File: config.mk
export PLATFORM = sky130hd
export DESIGN_NAME = csc_config_bank
export DESIGN_NICKNAME = d
export VERILOG_FILES = /design/src/csc_channel_decode.v /design/src/csc_status_sync.v /design/src/csc_config_bank.v
export VERILOG_INCLUDE_DIRS = /design/src
export SDC_FILE = /design/constraint.sdc
export NUM_CORES = 1
export LEC_CHECK = 0
export CAP_MARGIN = 20
export CORE_ASPECT_RATIO = 0.5
export CORE_MARGIN = 2
export CORE_UTILIZATION = 35
export CTS_CLUSTER_SIZE = 30
export DETAILED_ROUTE_END_ITERATION = 10
export DONT_BUFFER_PORTS = 1
export PLACE_DENSITY = 0.49
export SYNTH_ARGS = -nofsm -noshare
export SYNTH_HDL_FRONTEND = slang
export SYNTH_SLANG_ARGS = --single-unit
File: constraint.sdc
create_clock -name clk -period 2.7 [get_ports clk]
set_input_delay 0.675 -clock clk [delete_from_list [all_inputs] [get_ports clk]]
set_output_delay 0.675 -clock clk [all_outputs]
set_load 0.01 [all_outputs]
File: src/csc_regs.vh
// register indices, field positions, reset values and codes of the channel and sense configuration bank
// Notes on behaviour
// - eight channel setting registers at consecutive indices, channel order, identical layout.
// - bit 7 powers the channel down; zero is normal operation and reset.
// - gain code 000..110 gives 1,2,4,6,8,12,24; 111 undefined; reset 110.
// - bit 3 closes the shared reference switch; zero open, the reset state.
// - selector 000 electrode, 001 shorted, 011 supply, 100 temperature, 101 test.
// - selector 010 routes the bias signal only with the bias measure enable.
// - selector 110 drives positive electrode, 111 drives negative electrode.
// - positive bias sense mask, bit k-1 picks channel k positive input.
// - negative bias sense mask, bit k-1 picks channel k negative input.
// - positive electrode-off mask, bit k-1 enables detection on channel k positive.
// - negative electrode-off mask, bit k-1 enables detection on channel k negative.
// - bias measure enable set routes bias input to selector-010 channels, else open.
// - electrode-off status bit reads zero attached (reset), one detached.
`ifndef CSC_REGS_VH
`define CSC_REGS_VH

// register indices; byte address is four times the index
`define CSC_IDX_BIAS_CTRL 6'h03
`define CSC_IDX_CHAN1 6'h05
`define CSC_IDX_CHAN8 6'h0c
`define CSC_IDX_BIAS_POS 6'h0d
`define CSC_IDX_BIAS_NEG 6'h0e
`define CSC_IDX_EOFF_POS 6'h0f
`define CSC_IDX_EOFF_NEG 6'h10
`define CSC_IDX_EOFF_STAT_POS 6'h12
`define CSC_IDX_EOFF_STAT_NEG 6'h13

// channel settings and bias control fields
`define CSC_POWER_OFF_BIT 7
`define CSC_GAIN_MSB 6
`define CSC_GAIN_LSB 4
`define CSC_SHARED_REF_BIT 3
`define CSC_SEL_MSB 2
`define CSC_SEL_LSB 0
`define CSC_BIAS_MEASURE_ENABLE_BIT 4

// reset values
`define CSC_CHAN_RESET 8'h60
`define CSC_GAIN_RESET 3'h6
`define CSC_MASK_RESET 8'h00
`define CSC_CTRL_RESET 8'h00
`define CSC_STAT_RESET 8'h00

// gain codes
`define CSC_GAIN_UNDEFINED 3'h7

// input selector codes
`define CSC_SEL_ELECTRODE 3'h0
`define CSC_SEL_SHORTED 3'h1
`define CSC_SEL_BIAS_MEASURE_ENABLE 3'h2
`define CSC_SEL_SUPPLY 3'h3
`define CSC_SEL_TEMP 3'h4
`define CSC_SEL_TEST 3'h5
`define CSC_SEL_DRIVE_POS 3'h6
`define CSC_SEL_DRIVE_NEG 3'h7

`endif

File: src/csc_channel_decode.v
// per-channel decode of one settings byte into registered analog controls
`timescale 1ns/1ps
`include "csc_regs.vh"
module csc_channel_decode (
  input wire clk,
  input wire reset,
  input wire [7:0] settings,
  input wire bias_measure_enable,
  output reg channel_power_off,
  output reg [2:0] gain_code,
  output reg gain_valid,
  output reg shared_reference_switch,
  output reg sel_electrode,
  output reg sel_shorted,
  output reg sel_bias_measure,
  output reg sel_supply_monitor,
  output reg sel_temperature,
  output reg sel_test_signal,
  output reg drive_on_positive_electrode,
  output reg drive_on_negative_electrode
);
  wire [2:0] input_selector = settings[`CSC_SEL_MSB:`CSC_SEL_LSB];

  always @(posedge clk) begin
    if (reset) begin
      channel_power_off <= 1'b0;
      gain_code <= `CSC_GAIN_RESET;
      gain_valid <= 1'b1;
      shared_reference_switch <= 1'b0;
      sel_electrode <= 1'b1;
      sel_shorted <= 1'b0;
      sel_bias_measure <= 1'b0;
      sel_supply_monitor <= 1'b0;
      sel_temperature <= 1'b0;
      sel_test_signal <= 1'b0;
      drive_on_positive_electrode <= 1'b0;
      drive_on_negative_electrode <= 1'b0;
    end else begin
      channel_power_off <= settings[`CSC_POWER_OFF_BIT];
      gain_code <= settings[`CSC_GAIN_MSB:`CSC_GAIN_LSB];
      gain_valid <= settings[`CSC_GAIN_MSB:`CSC_GAIN_LSB] != `CSC_GAIN_UNDEFINED;
      shared_reference_switch <= settings[`CSC_SHARED_REF_BIT];
      sel_electrode <= input_selector == `CSC_SEL_ELECTRODE;
      sel_shorted <= input_selector == `CSC_SEL_SHORTED;
      sel_supply_monitor <= input_selector == `CSC_SEL_SUPPLY;
      sel_temperature <= input_selector == `CSC_SEL_TEMP;
      sel_test_signal <= input_selector == `CSC_SEL_TEST;
      sel_bias_measure <= (input_selector == `CSC_SEL_BIAS_MEASURE_ENABLE) && bias_measure_enable;
      drive_on_positive_electrode <= input_selector == `CSC_SEL_DRIVE_POS;
      drive_on_negative_electrode <= input_selector == `CSC_SEL_DRIVE_NEG;
    end
  end
endmodule // csc_channel_decode

File: src/csc_status_sync.v
// two-stage synchroniser for the eight comparator outputs of one electrode side
`timescale 1ns/1ps
`include "csc_regs.vh"
module csc_status_sync (
  input wire clk,
  input wire reset,
  input wire [7:0] detached_async,
  output reg [7:0] status
);
  reg [7:0] meta_reg;

  always @(posedge clk) begin
    if (reset) begin
      meta_reg <= `CSC_STAT_RESET;
      status <= `CSC_STAT_RESET;
    end else begin
      meta_reg <= detached_async;
      status <= meta_reg;
    end
  end
endmodule // csc_status_sync

File: src/csc_config_bank.v
// channel and sense configuration register bank with avalon-mm slave
//
// The Avalon-MM interface to the registers was decided locally.
`timescale 1ns/1ps
`include "csc_regs.vh"
module csc_config_bank (
  input wire clk,
  input wire reset,
  input wire [7:0] avs_address,
  input wire avs_read,
  input wire avs_write,
  input wire [31:0] avs_writedata,
  input wire [3:0] avs_byteenable,
  output reg [31:0] avs_readdata,
  output reg avs_waitrequest,
  input wire [7:0] electrode_off_pos_detached,
  input wire [7:0] electrode_off_neg_detached,
  output wire [7:0] channel_power_off,
  output wire [23:0] gain_code,
  output wire [7:0] gain_valid,
  output wire [7:0] shared_reference_switch,
  output wire [7:0] sel_electrode,
  output wire [7:0] sel_shorted,
  output wire [7:0] sel_bias_measure,
  output wire [7:0] sel_supply_monitor,
  output wire [7:0] sel_temperature,
  output wire [7:0] sel_test_signal,
  output wire [7:0] drive_on_positive_electrode,
  output wire [7:0] drive_on_negative_electrode,
  output reg [7:0] bias_pos_channel_bit,
  output reg [7:0] bias_neg_channel_bit,
  output reg [7:0] electrode_off_pos_channel_bit,
  output reg [7:0] electrode_off_neg_channel_bit,
  output reg bias_measure_enable
);
  // bus states
  localparam [1:0] ST_IDLE = 2'b01;
  localparam [1:0] ST_DONE = 2'b10;

  reg [1:0] state_reg;
  reg [1:0] state_next;
  reg [7:0] channel_settings_reg [0:7];
  reg [7:0] bias_positive_select_reg;
  reg [7:0] bias_negative_select_reg;
  reg [7:0] electrode_off_positive_select_reg;
  reg [7:0] electrode_off_negative_select_reg;
  reg bias_measure_enable_reg;
  reg [7:0] read_byte_next;
  wire [5:0] index = avs_address[7:2];
  wire request = avs_read | avs_write;
  // a write lands on the edge at which the master sees waitrequest low
  wire commit = (state_reg == ST_DONE) && avs_write && avs_byteenable[0];
  wire [7:0] wdata = avs_writedata[7:0];
  wire [7:0] electrode_off_positive_status;
  wire [7:0] electrode_off_negative_status;

  // bus handshake: one wait cycle, then the answer
  always @* begin
    case (state_reg)
      ST_IDLE: state_next = request ? ST_DONE : ST_IDLE;
      ST_DONE: state_next = ST_IDLE;
      default: state_next = ST_IDLE;
    endcase
  end

  always @(posedge clk) begin
    if (reset) begin
      state_reg <= ST_IDLE;
      avs_waitrequest <= 1'b1;
      avs_readdata <= 32'h00000000;
    end else begin
      state_reg <= state_next;
      avs_waitrequest <= state_next != ST_DONE;
      if (state_reg == ST_IDLE && avs_read) begin
        avs_readdata <= {24'h000000, read_byte_next};
      end
    end
  end

  // read selection; unmapped indices and reserved bits read zero
  always @* begin
    read_byte_next = 8'h00;
    if (index >= `CSC_IDX_CHAN1 && index <= `CSC_IDX_CHAN8) begin
      read_byte_next = channel_settings_reg[index[2:0] - 3'h5];
    end else begin
      case (index)
        `CSC_IDX_BIAS_CTRL: read_byte_next[`CSC_BIAS_MEASURE_ENABLE_BIT] = bias_measure_enable_reg;
        `CSC_IDX_BIAS_POS: read_byte_next = bias_positive_select_reg;
        `CSC_IDX_BIAS_NEG: read_byte_next = bias_negative_select_reg;
        `CSC_IDX_EOFF_POS: read_byte_next = electrode_off_positive_select_reg;
        `CSC_IDX_EOFF_NEG: read_byte_next = electrode_off_negative_select_reg;
        `CSC_IDX_EOFF_STAT_POS: read_byte_next = electrode_off_positive_status;
        `CSC_IDX_EOFF_STAT_NEG: read_byte_next = electrode_off_negative_status;
        default: read_byte_next = 8'h00;
      endcase
    end
  end

  // channel setting registers and their decoders, one per channel
  genvar k;
  generate
    for (k = 0; k < 8; k = k + 1) begin : g_chan
      always @(posedge clk) begin
        if (reset) begin
          channel_settings_reg[k] <= `CSC_CHAN_RESET;
        end else if (commit && index == `CSC_IDX_CHAN1 + k) begin
          channel_settings_reg[k] <= wdata;
        end
      end

      csc_channel_decode u_decode (
        .clk(clk),
        .reset(reset),
        .settings(channel_settings_reg[k]),
        .bias_measure_enable(bias_measure_enable_reg),
        .channel_power_off(channel_power_off[k]),
        .gain_code(gain_code[3*k+2:3*k]),
        .gain_valid(gain_valid[k]),
        .shared_reference_switch(shared_reference_switch[k]),
        .sel_electrode(sel_electrode[k]),
        .sel_shorted(sel_shorted[k]),
        .sel_bias_measure(sel_bias_measure[k]),
        .sel_supply_monitor(sel_supply_monitor[k]),
        .sel_temperature(sel_temperature[k]),
        .sel_test_signal(sel_test_signal[k]),
        .drive_on_positive_electrode(drive_on_positive_electrode[k]),
        .drive_on_negative_electrode(drive_on_negative_electrode[k])
      );
    end
  endgenerate

  // sense masks and bias measure enable
  always @(posedge clk) begin
    if (reset) begin
      bias_positive_select_reg <= `CSC_MASK_RESET;
      bias_negative_select_reg <= `CSC_MASK_RESET;
      electrode_off_positive_select_reg <= `CSC_MASK_RESET;
      electrode_off_negative_select_reg <= `CSC_MASK_RESET;
      bias_measure_enable_reg <= 1'b0;
    end else if (commit) begin
      case (index)
        `CSC_IDX_BIAS_CTRL: bias_measure_enable_reg <= wdata[`CSC_BIAS_MEASURE_ENABLE_BIT];
        `CSC_IDX_BIAS_POS: bias_positive_select_reg <= wdata;
        `CSC_IDX_BIAS_NEG: bias_negative_select_reg <= wdata;
        `CSC_IDX_EOFF_POS: electrode_off_positive_select_reg <= wdata;
        `CSC_IDX_EOFF_NEG: electrode_off_negative_select_reg <= wdata;
        default: bias_measure_enable_reg <= bias_measure_enable_reg;
      endcase
    end
  end

  // mask outputs follow their registers one cycle later
  always @(posedge clk) begin
    if (reset) begin
      bias_pos_channel_bit <= `CSC_MASK_RESET;
      bias_neg_channel_bit <= `CSC_MASK_RESET;
      electrode_off_pos_channel_bit <= `CSC_MASK_RESET;
      electrode_off_neg_channel_bit <= `CSC_MASK_RESET;
      bias_measure_enable <= 1'b0;
    end else begin
      bias_pos_channel_bit <= bias_positive_select_reg;
      bias_neg_channel_bit <= bias_negative_select_reg;
      electrode_off_pos_channel_bit <= electrode_off_positive_select_reg;
      electrode_off_neg_channel_bit <= electrode_off_negative_select_reg;
      bias_measure_enable <= bias_measure_enable_reg;
    end
  end

  // comparator results are asynchronous to clk; status is not masked, software ignores unmasked bits
  csc_status_sync u_sync_pos (
    .clk(clk),
    .reset(reset),
    .detached_async(electrode_off_pos_detached),
    .status(electrode_off_positive_status)
  );

  csc_status_sync u_sync_neg (
    .clk(clk),
    .reset(reset),
    .detached_async(electrode_off_neg_detached),
    .status(electrode_off_negative_status)
  );
endmodule // csc_config_bank

; ---- Word level (Yosys, flattened, before mapping)
; Memory sizes are Yosys's and may differ from the RTL's.
; Cells that the tools add are included.
[op_classes]
addsub = 1
n_lt_le_gt_ge = 2
eq_ne = 82
mux = 40
bitwise = 9
n_reduce_logical = 33
[ops]
columns = op, count
row1 = == test 3 bit (second input constant), 32
row2 = 2-to-1 mux 8 bit, 9
row3 = == test 3 x 2 -> 1 bit (second input constant), 16
row4 = == test 6 x 4 -> 1 bit (second input constant), 8
row5 = 2-to-1 mux 1 bit, 26
row6 = == test 3 x 1 -> 1 bit (second input constant), 8
row7 = zero test 3 bit, 8
row8 = inequality test 3 bit (second input constant), 8
row9 = case mux 4 bit (6 select lines), 1
row10 = logical AND 1 bit, 20
row11 = == test 6 x 3 -> 1 bit (second input constant), 3
row12 = == test 6 x 5 -> 1 bit (second input constant), 3
row13 = case mux 3 bit (6 select lines), 1
row14 = AND reduction 2 bit, 5
row15 = OR 1 bit, 9
row16 = case mux 1 bit (7 select lines), 1
row17 = == test 6 x 2 -> 1 bit (second input constant), 1
row18 = >= comparator 6 x 3 -> 1 bit (second input constant), 1
row19 = less-or-equal comparator 6 x 4 -> 1 bit (second input constant), 1
row20 = 2-to-1 mux 2 bit, 2
row21 = subtractor 3 bit (second input constant), 1
row22 = == test 2 x 1 -> 1 bit (second input constant), 1
row23 = == test 2 bit (second input constant), 1
row24 = inequality test 2 bit (second input constant), 1
[word_totals]
register_bits = 221
mem_bits_rw = 64
in_bits = 64
out_inout_bits = 178
word_cells = 281
n_memories = 1
[memory_table]
columns = memory, words, width, rd, rd_ports_with_merged_regs, wr, line_no
row1 = channel_settings_reg, 8, 8, 9, 0, 8, csc_config_bank.v:42  ; reg [7:0] channel_settings_reg [0:7];

; ---- Depth between registers and ports, before layout
; Gate-level depths: netlist of the first run.
[logic_depth]
word_depth = 8
depth_mapped = 11
ltp_nobuf = 7

; ---- By module
; Synthesis of the first run repeated with hierarchy kept, for this count alone.
[unflattened]
hier_cells = 882
area_unflattened_um2 = 10380.0
[modules_own_cells]
columns = module, n_inst, cells_each, area_each_um2, seq_area_each_um2
row1 = csc_config_bank, 1, 544, 6168.4, 3443.3
row2 = csc_channel_decode, 8, 34, 410.4, 280.3
row3 = csc_status_sync, 2, 33, 464.2, 320.3

; ---- Least setup slack after synthesis of the first run
; No wires, ideal clock.
[synth_timing]
path_kind = input-to-reg
startpoint = input port avs_address[2]
endpoint = register avs_readdata[3]
setup_time_ns = 0.134
t_arrival_ns = 2.732
required_ns = 2.566
path_slack_ns = -0.165
path_stages = 9
n_path_buf = 4
path_cell_list = buf_2 -> buf_2 -> inv_1 -> ha_1 -> clkbuf_1 -> clkbuf_1 -> mux4_2 -> mux2i_1 -> o32ai_1
[synth_between]
elab_chain_len = 3
word_cells_on_any_way = 13
cone_classes = add/sub (1) / order compare (2) / eq/ne (6) / mux (2) / reduce/logical (1) / memory (1)
[synth_rtl]
columns = item, line_no
row1 = from (decl), csc_config_bank.v:9  ; input wire [7:0] avs_address,
row2 = "subtractor 3 bit, or another cell as far along", csc_config_bank.v:84  ; read_byte_next = channel_settings_reg[index[2:0] - 3'h5];
row3 = "memory (8 x 8 bit), or another cell as far along", -
row4 = 2-to-1 mux 8 bit *, csc_config_bank.v:83  ; if (index >= `CSC_IDX_CHAN1 && index <= `CSC_IDX_CHAN8) begin
row5 = to (signal assigned), csc_config_bank.v:75  ; avs_readdata <= {24'h000000, read_byte_next};
row6 = to (decl), csc_config_bank.v:14  ; output reg [31:0] avs_readdata,
; Every way passes the cells marked *; elsewhere a longest branch is shown, timed or not.
; A chain may end at the register's enable or synchronous reset.

==> results_dict.tcl, run 1 <==
set metrics [dict create \
    status "complete, no violations" \
    filler_cell_count 2991 \
    die_x_microns 253 \
    antenna_found_initial 0 \
    tightest_slew_ps 633 \
    rsz0062_at_grt "no" \
    nNetsFinal 950 \
    regToRegStartpoint "avs_waitrequest$_SDFF_PP1_" \
    track_usage 0.163 \
    endpoint "channel_settings_reg[6][3]$_SDFFCE_PN0P_" \
    p_leak_nw 4.06 \
    r2r_setup_slack_ps 650 \
    crit_type "flip-flop to flip-flop" \
    clock_sinks 284 \
    place.gp.congestion 0.808 \
    grt_pass1_wl_microns 39600 \
    grt-ovfl-total 0 \
    hold_path.class "input port to flip-flop" \
    final_cell_mix "220 x dfxtp_1, 89 x nor2b_1, 64 x edfxtp_1, 58 x nand2_1, 51 x and2_1" \
    arrival_ps 2470 \
    grt_pass1_vias 6210 \
    synth.yosys.warnings 0 \
    p_per_area_nw_per_um2 770 \
    wl_per_cell_microns 20.4 \
    portBuffers 0 \
    synth-edff-count 64 \
    drt-total-wl_microns 26600 \
    fin_crit_ps 2050 \
    postSynthCellCount 974 \
    first_pass_iters 5 \
    ctsHoldBuffers 0 \
    dieArea_sq_um 32400 \
    drc 0 \
    cts_resized 0 \
    io_pins 242 \
    hpwl_microns 18400 \
    clk_latency_ps 550 \
    reg2reg_to "channel_settings_reg[6][3]$_SDFFCE_PN0P_" \
    start_util 0.356 \
    startpoint_type "flip-flop" \
    vias 6210 \
    maxCapViolations 0 \
    synth_top_area_cell "dfxtp_1" \
    syn_to_final_growth_pct 5.63 \
    clk_pin_slew_ps 70 \
    cts-buffers-inserted 27 \
    r2r_cells 6 \
    syn_area_per_cell_sq_um 11.1 \
    slew_violations 0 \
    worstSetupStartpoint "avs_waitrequest$_SDFF_PP1_" \
    final_common_cell "dfxtp_1" \
    vdd_drop_max_v 0.000414 \
    h-tree-depth 1 \
    yosys_most_used_dff "dfxtp_1" \
    finalHoldViolations 0 \
    via_per_inst 4.77 \
    cts_max_path_buffers 3 \
    root_buffer "clkbuf_16" \
    setup_violations 0 \
    clock_skew_ps 12.6 \
    ys_ff_latch 284 \
    total_power_mw 8.79 \
    drt_iter0_drc 413 \
    end_kind "flip-flop" \
    required_ps 3120 \
    cts_setup_buffers 0 \
    fin_setup_tns_ps 0 \
    netlist_top_cells_area "dfxtp_1 41%, edfxtp_1 18%, buf_4 7.9%" \
    cts_tree "yes" \
    netlist_area_sq_um 10800 \
    core-area_sq_um 30300 \
    drive_gt1_frac 0.125 \
    ant_nets 0 \
    synth_top_area_share 0.408 \
    maxSlewHeadroom 0.574 \
    yosysUniqueCellTypes 49 \
    async_flop_share 0 \
    die_h_microns 128 \
    largest_register_ff_count 64 \
    num_rows 45 \
    n_antenna_cell 0 \
    yosysSeqAreaShare 0.585 \
    grt_max_degree 187 \
    period_share 0.761 \
    cp_max_fo 9 \
    fmax_ghz 0.487 \
]
[area by class of cell]
class | count | area, sq um | area share
inverters | 8 | 30.0 | 0.00263
multi-input cells | 543 | 3490 | 0.305
well taps | 399 | 499 | 0.0437
flip-flops and latches | 284 | 6330 | 0.554
clock inverters | 13 | 154 | 0.0135
repair buffers | 18 | 148 | 0.0129
clock buffers | 36 | 772 | 0.0676
[critical path, stage by stage (launching register included)]
cell	delay, ps
dfxtp_1	370
nand4b_1	320
nor3_2	170
buf_4	180
nand2_1	170
nor2_1	500
and2_1	210
[worst min path at each step]
stage / from / end / cells past startpoint
floorplan: u_sync_neg.meta_reg[0]$_SDFF_PP0_ / u_sync_neg.status[0]$_SDFF_PP0_ / 1
global placement: u_sync_pos.meta_reg[7]$_SDFF_PP0_ / u_sync_pos.status[7]$_SDFF_PP0_ / 1
detailed placement: u_sync_pos.meta_reg[7]$_SDFF_PP0_ / u_sync_pos.status[7]$_SDFF_PP0_ / 1
CTS: reset / avs_readdata[6]$_SDFFE_PP0P_ / 1
global route: reset / g_chan[1].u_decode.sel_temperature$_SDFF_PP0_ / 1
finish: reset / g_chan[2].u_decode.gain_code[0]$_SDFF_PP0_ / 1
[through the flow]
| stage | utilization | hold slack [ps] | cell area, sq um | setup WS (ps) | std cells |
|---|---|---|---|---|---|
| global route | 0.376 | 197 | 11400 | 376 | 1301 |
| detailed placement | 0.346 | 434 | 10500 | 294 | 1252 |
| finish | 0.376 | 243 | 11400 | 646 | 1301 |
| floorplan | - | 414 | 10900 | 48.5 | 997 |
| global placement | 0.346 | 433 | 10500 | 320 | 1252 |
| CTS | 0.376 | 176 | 11400 | 642 | 1301 |
[per-layer routing]
| metal | vias up | global-route usage | part of all wire |
|---|---|---|---|
| met5 | - | 0 | 0 |
| met3 | 29 | 0.0380 | 0.056 |
| li1 | 2972 | - | - |
| met2 | 173 | 0.276 | 0.48 |
| met1 | 3036 | 0.213 | 0.44 |
| met4 | 0 | 0.0372 | 0.018 |
[logic make-up after synthesis]
| group | after synthesis | share of synthesized area |
|---|---|---|
| compound gates | 74 | 0.0475 |
| xor+xnor | 1 | 0.00255 |
| fa+ha+maj | 4 | 0.00463 |
| buf+inv | 170 | 0.100 |
| flops | 284 | 0.585 |
| mux | 34 | 0.0501 |
| other cells | 1 | 0.000347 |
| simple gates | 406 | 0.210 |
[power breakdown]
group / leakage (nW) / switching, mW / internal, mW / total, mW
registers: 2.40 / 0.0942 / 4.43 / 4.53
clock network: 0.462 / 1.65 / 2.31 / 3.96
logic: 1.20 / 0.170 / 0.136 / 0.306
total: 4.06 / 1.92 / 6.88 / 8.79
[cells in the mapped netlist, drive strengths merged, types with 2 or more instances]
cell type	n
a211oi	2
nor4	5
buf	129
a21oi	28
a41o	3
dfxtp	220
edfxtp	64
or3	11
clkbuf	33
nor2	49
a22oi	14
or2	25
mux4	16
ha	4
o21bai	5
and3	8
and2	52
nand2b	30
nand2	58
nand4bb	2
a222oi	3
o32ai	6
nor2b	89
mux2i	17
o21ai	4
inv	8
a221oi	6
nand4b	2
nor3	46
nor3b	3
a31o	2
nor4b	5
nand3	18
Power figures use the tool's default switching activity.
==> inputs of run 2 (changes only) <==
Settings changed: PLACE_DENSITY 0.49 to 0.47.
Clock period 2.7 ns to 2.05 ns, I/O delays scaled along.
==> run 2 against run 1 <==
Routed wire length increased by 3.2%; clock skew increased by 0.77 ps; core utilization increased by 0.78 points; register-to-register slack got worse by 410 ps; final cell count increased by 1.6%; hold slack got worse by 190 ps; critical endpoint is now channel_settings_reg[5][1]$_SDFFCE_PN0P_; largest cell class unchanged.
==> results_dict.tcl, run 2 (synthesis gave the netlist of run 1 again) <==
set metrics [dict create \
    path_cells "nand4b_1 -> nor3_2 -> buf_4 -> nand2_1 -> nor2_1 -> and2_1" \
    first_pass_iters 5 \
    hold_path.class "input port to flip-flop" \
    root_buffer "clkbuf_16" \
    grt-ovfl-total 0 \
    arrival_ps 2240 \
    cts_resized 0 \
    drive_gt1_frac 0.150 \
    rsz0062_at_grt "no" \
    max_stage_delay_ps 480 \
    die_x_microns 253 \
    status "complete, no violations" \
    portBuffers 0 \
    drc 0 \
    slew_violations 0 \
    dp.cells 1274 \
    hold_slack_ps 55.8 \
    track_usage 0.169 \
    maxCapViolations 0 \
    clock_sinks 284 \
    cp_max_fo 9 \
    via_per_inst 4.72 \
    grt_max_degree 187 \
    worstSetupStartpoint "avs_waitrequest$_SDFF_PP1_" \
    ctsHoldBuffers 0 \
    core-area_sq_um 30300 \
    fmax_ghz 0.550 \
    tightest_slew_ps 557 \
    num_rows 45 \
    required_ps 2470 \
    antenna_found_initial 0 \
    min_from "reset" \
    clk_pin_slew_ps 60 \
    wl_per_cell_microns 20.7 \
    p_leak_nw 4.18 \
    finalHoldViolations 0 \
    p_per_area_nw_per_um2 1000 \
    multi_input_area_sq_um 3540 \
    reg2reg_to "channel_settings_reg[5][1]$_SDFFCE_PN0P_" \
    drt-total-wl_microns 27400 \
    endpoint "channel_settings_reg[5][1]$_SDFFCE_PN0P_" \
    maxSlewHeadroom 0.627 \
    postLayoutCellArea_sq_um 11700 \
    clk_latency_ps 550 \
    hpwl_microns 19100 \
    crit_type "flip-flop to flip-flop" \
    grt_pass1_vias 6267 \
    setup_violations 0 \
    sequential_cell_area_sq_um 6330 \
    final_common_cell "dfxtp_1" \
    cts_tree "yes" \
    ant_nets 0 \
    die_h_microns 128 \
    drt_iter0_drc 335 \
    grt_pass1_wl_microns 40800 \
    cts_max_path_buffers 3 \
    cts_setup_buffers 0 \
    end_kind "flip-flop" \
    fin_setup_tns_ps 0 \
    vias 6236 \
    r2r_cells 6 \
    regToRegStartpoint "avs_waitrequest$_SDFF_PP1_" \
    io_pins 242 \
    start_util 0.356 \
    h-tree-depth 1 \
    crit_path_top_delay_cell "nor2_1" \
    cts-buffers-inserted 27 \
    vdd_drop_max_v 0.000458 \
    r2r_setup_slack_ps 230 \
    syn_to_final_growth_pct 7.80 \
    largest_register_ff_count 64 \
    clock_skew_ps 13.3 \
    fin_crit_ps 1820 \
    nNetsFinal 972 \
    filler_cell_count 2968 \
    place.gp.congestion 0.784 \
    final_cells 1322 \
    dieArea_sq_um 32400 \
    startpoint_type "flip-flop" \
    n_antenna_cell 0 \
    period_share 0.887 \
    placed_area_sq_um 10700 \
    final_cell_mix "220 x dfxtp_1, 88 x nor2b_1, 64 x edfxtp_1, 58 x nand2_1, 51 x and2_1" \
]
==> run 2: cell types whose count changed in the layout (fill, tap and decap cells not counted), moves of 2 or more <==
cell      change
buf_4        +22
ha_4          +2
clkinv_2      -4
ha_1          -2
clkbuf_8      +4
clkinv_4      -2
inv_1         -2
clkbuf_1      +2
==> run 2: worst max-delay path: cells and delay by family, from the launching register on <==
kind / cells / cell delay [ps]
flops: 1 / 310
simple gates: 5 / 1190
buf+inv: 1 / 170
==> run 2: worst min-delay path by stage <==
stage,depth (start not counted),end
finish,1,g_chan[4].u_decode.gain_code[0]$_SDFF_PP0_
global placement,1,u_sync_neg.status[2]$_SDFF_PP0_
global route,1,avs_readdata[6]$_SDFFE_PP0P_
CTS,1,avs_readdata[6]$_SDFFE_PP0P_
detailed placement,1,u_sync_neg.status[5]$_SDFF_PP0_
floorplan,1,u_sync_neg.status[0]$_SDFF_PP0_
==> run 2: area by class of cell <==
| class | instances | area share |
|---|---|---|
| multi-input cells | 543 | 0.304 |
| inverters | 8 | 0.00322 |
| clock buffers | 44 | 0.0742 |
| well taps | 399 | 0.0428 |
| clock inverters | 4 | 0.00634 |
| repair buffers | 40 | 0.0268 |
| flip-flops and latches | 284 | 0.543 |
==> run 2: per-stage QoR <==
step           utilization  power (mW)  worst slack (ps)
2_1_floorplan            -        6.52             -40.0
3_5_place_dp         0.353        6.55             -33.6
4_1_cts              0.384        11.8               241
5_1_grt              0.384        12.1              89.2
3_3_place_gp         0.353        6.54             -44.1
6_report             0.384        11.7               232
==> run 2: where the power goes <==
part           total [mW]  internal, mW  switching (mW)
logic               0.460         0.221           0.240
registers            5.96          5.84           0.118
clock network        5.26          3.13            2.14
total                11.7          9.19            2.50
==> run 2: per-layer routing <==
metal | wire (microns) | GRT usage
met1 | 12200 | 0.218
met2 | 12600 | 0.274
met3 | 1880 | 0.0497
met4 | 720 | 0.0529
met5 | 0 | 0
==> inputs of run 3 (changes only) <==
Settings changed: PLACE_DENSITY 0.47 to default, SKIP_LAST_GASP from default to 1.
==> run 3 against run 2 <==
Routed wire length shrank 3.6%; sequential cell count is the same; global-route usage down 1.0 points; final cell count hardly changed; worst setup slack got worse by 58 ps; via count increased by 2.1%; clock power decreased by 4.6%; combinational power shrank 8.7%; register-to-register slack got worse by 60 ps; critical path type unchanged.
==> results_dict.tcl, run 3 (synthesis gave the netlist of run 1 again) <==
set metrics [dict create \
    nNetsFinal 970 \
    ctsHoldBuffers 0 \
    hold_end "g_chan[6].u_decode.drive_on_positive_electrode$_SDFF_PP0_" \
    reg2reg_to "channel_settings_reg[0][5]$_SDFFCE_PN1P_" \
    fin_setup_tns_ps 0 \
    first_pass_iters 6 \
    p_per_area_nw_per_um2 984 \
    syn_to_final_growth_pct 7.25 \
    maxSlewHeadroom 0.577 \
    p_leak_nw 4.16 \
    drt-total-wl_microns 26500 \
    grt-ovfl-total 0 \
    grt_pass1_wl_microns 38800 \
    grt_max_degree 187 \
    grt-busiest-layer "met2" \
    hold_path.class "input port to flip-flop" \
    r2r_cells 7 \
    fmax_ghz 0.533 \
    end_kind "flip-flop" \
    antenna_found_initial 2 \
    track_usage 0.159 \
    vdd_drop_max_v 0.000558 \
    start_util 0.356 \
    crit_type "flip-flop to flip-flop" \
    clk_pin_slew_ps 70 \
    path_common_cell "buf_4" \
    die_h_microns 128 \
    portBuffers 0 \
    layout_setup_ws_ps 174 \
    clock_skew_ps 19.2 \
    required_ps 2360 \
    final_util 0.382 \
    use_met1 0.212 \
    period_share 0.915 \
    slew_violations 0 \
    cts_setup_buffers 0 \
    place.gp.congestion 0.843 \
    grt_pass1_vias 6199 \
    r2r_setup_slack_ps 170 \
    cts-buffers-inserted 27 \
    tightest_slew_ps 632 \
    fin_crit_ps 1880 \
    root_buffer "clkbuf_16" \
    wl_per_cell_microns 20.0 \
    cts_max_path_buffers 3 \
    hold_path_depth 1 \
    drc 0 \
    min_from "reset" \
    n_antenna_cell 0 \
    io_pins 242 \
    multi_input_area_sq_um 3540 \
    vias 6364 \
    place_ws_ps -82.9 \
    final_cell_mix "220 x dfxtp_1, 88 x nor2b_1, 64 x edfxtp_1, 58 x nand2_1, 51 x and2_1" \
    status "complete, no violations" \
    use_met3 0.0303 \
    cts_resized 0 \
    ant_nets 0 \
    maxCapViolations 0 \
    largest_register_ff_count 64 \
    startpoint_type "flip-flop" \
    arrival_ps 2190 \
    path_cells "nand4b_1 -> nor3_2 -> buf_4 -> nand2_1 -> nor3_1 -> buf_4 -> nand2b_1" \
    max_stage_delay_ps 420 \
    finalHoldViolations 0 \
    via_per_inst 4.82 \
    core-area_sq_um 30300 \
    regToRegStartpoint "state_reg[1]$_SDFF_PP0_" \
    num_rows 45 \
    clock_sinks 284 \
    dieArea_sq_um 32400 \
    hpwl_microns 18900 \
    filler_cell_count 2903 \
    die_x_microns 253 \
    clk_latency_ps 560 \
    h-tree-depth 1 \
    cp_max_fo 7 \
    setup_violations 0 \
    drive_gt1_frac 0.151 \
    sequential_cell_area_sq_um 6330 \
    crit_path_top_delay_cell "nor3_1" \
    drt_iter0_drc 547 \
    cts_tree "yes" \
    use_met2 0.268 \
    rsz0062_at_grt "no" \
    final_common_cell "dfxtp_1" \
]
==> run 3: cell count changes in the layout (fill, tap and decap cells not counted) <==
cell | before | now
clkbuf_2 | 1 | 0
buf_4 | 39 | 37
inv_4 | 0 | 1
clkinv_2 | 1 | 4
clkbuf_16 | 30 | 28
clkbuf_1 | 7 | 5
bufinv_16 | 2 | 1
inv_6 | 1 | 4
==> run 3: metrics by stage <==
step | std cells | hold slack, ps | instance area (sq um) | power, mW
after floorplan | 997 | 414 | 11000 | 6.52
after global placement | 1272 | 432 | 10700 | 6.50
after detailed placement | 1272 | 428 | 10700 | 6.51
after CTS | 1321 | 16.0 | 11600 | 11.5
after global routing | 1321 | 28.2 | 11600 | 11.8
final | 1321 | 42.2 | 11600 | 11.4
==> run 3: critical path: cells and delay by family, from the launching register on <==
family / cells / cell delay [ps]
buffers and inverters: 2 / 380
DFF: 1 / 360
and+or+nand+nor: 5 / 910
==> run 3: layer usage <==
layer	part of all wire	wire, microns	up-vias
met1	0.45	11800	3121
met5	0	0	-
met4	0.020	542	0
li1	-	-	3021
met2	0.48	12700	185
met3	0.051	1340	37
==> run 3: final cells by class <==
| class | count | area share |
|---|---|---|
| Inverter | 8 | 0.00324 |
| Multi-Input combinational cell | 543 | 0.305 |
| Clock inverter | 10 | 0.00788 |
| Timing Repair Buffer | 38 | 0.0257 |
| Sequential cell | 284 | 0.546 |
| Clock buffer | 39 | 0.0692 |
| Tap cell | 399 | 0.0431 |
==> run 3: worst max-delay path by stage <==
stage / startpoint / end / slack, ps / cells after the start
after floorplan: avs_address[7] / channel_settings_reg[3][0]$_SDFFCE_PN0P_ / -40 / 4
after global placement: avs_byteenable[0] / channel_settings_reg[0][5]$_SDFFCE_PN1P_ / 5 / 7
after detailed placement: avs_address[3] / avs_readdata[2]$_SDFFE_PP0P_ / -80 / 8
after CTS: state_reg[1]$_SDFF_PP0_ / channel_settings_reg[0][5]$_SDFFCE_PN1P_ / 150 / 7
after global routing: state_reg[1]$_SDFF_PP0_ / channel_settings_reg[0][5]$_SDFFCE_PN1P_ / 20 / 7
final: state_reg[1]$_SDFF_PP0_ / channel_settings_reg[0][5]$_SDFFCE_PN1P_ / 170 / 7
==> run 3: power by group <==
group          leakage [nW]  internal, mW  switching [mW]
Sequential             2.40          5.84           0.118
Combinational          1.32         0.200           0.220
Clock                 0.446          2.86            2.16
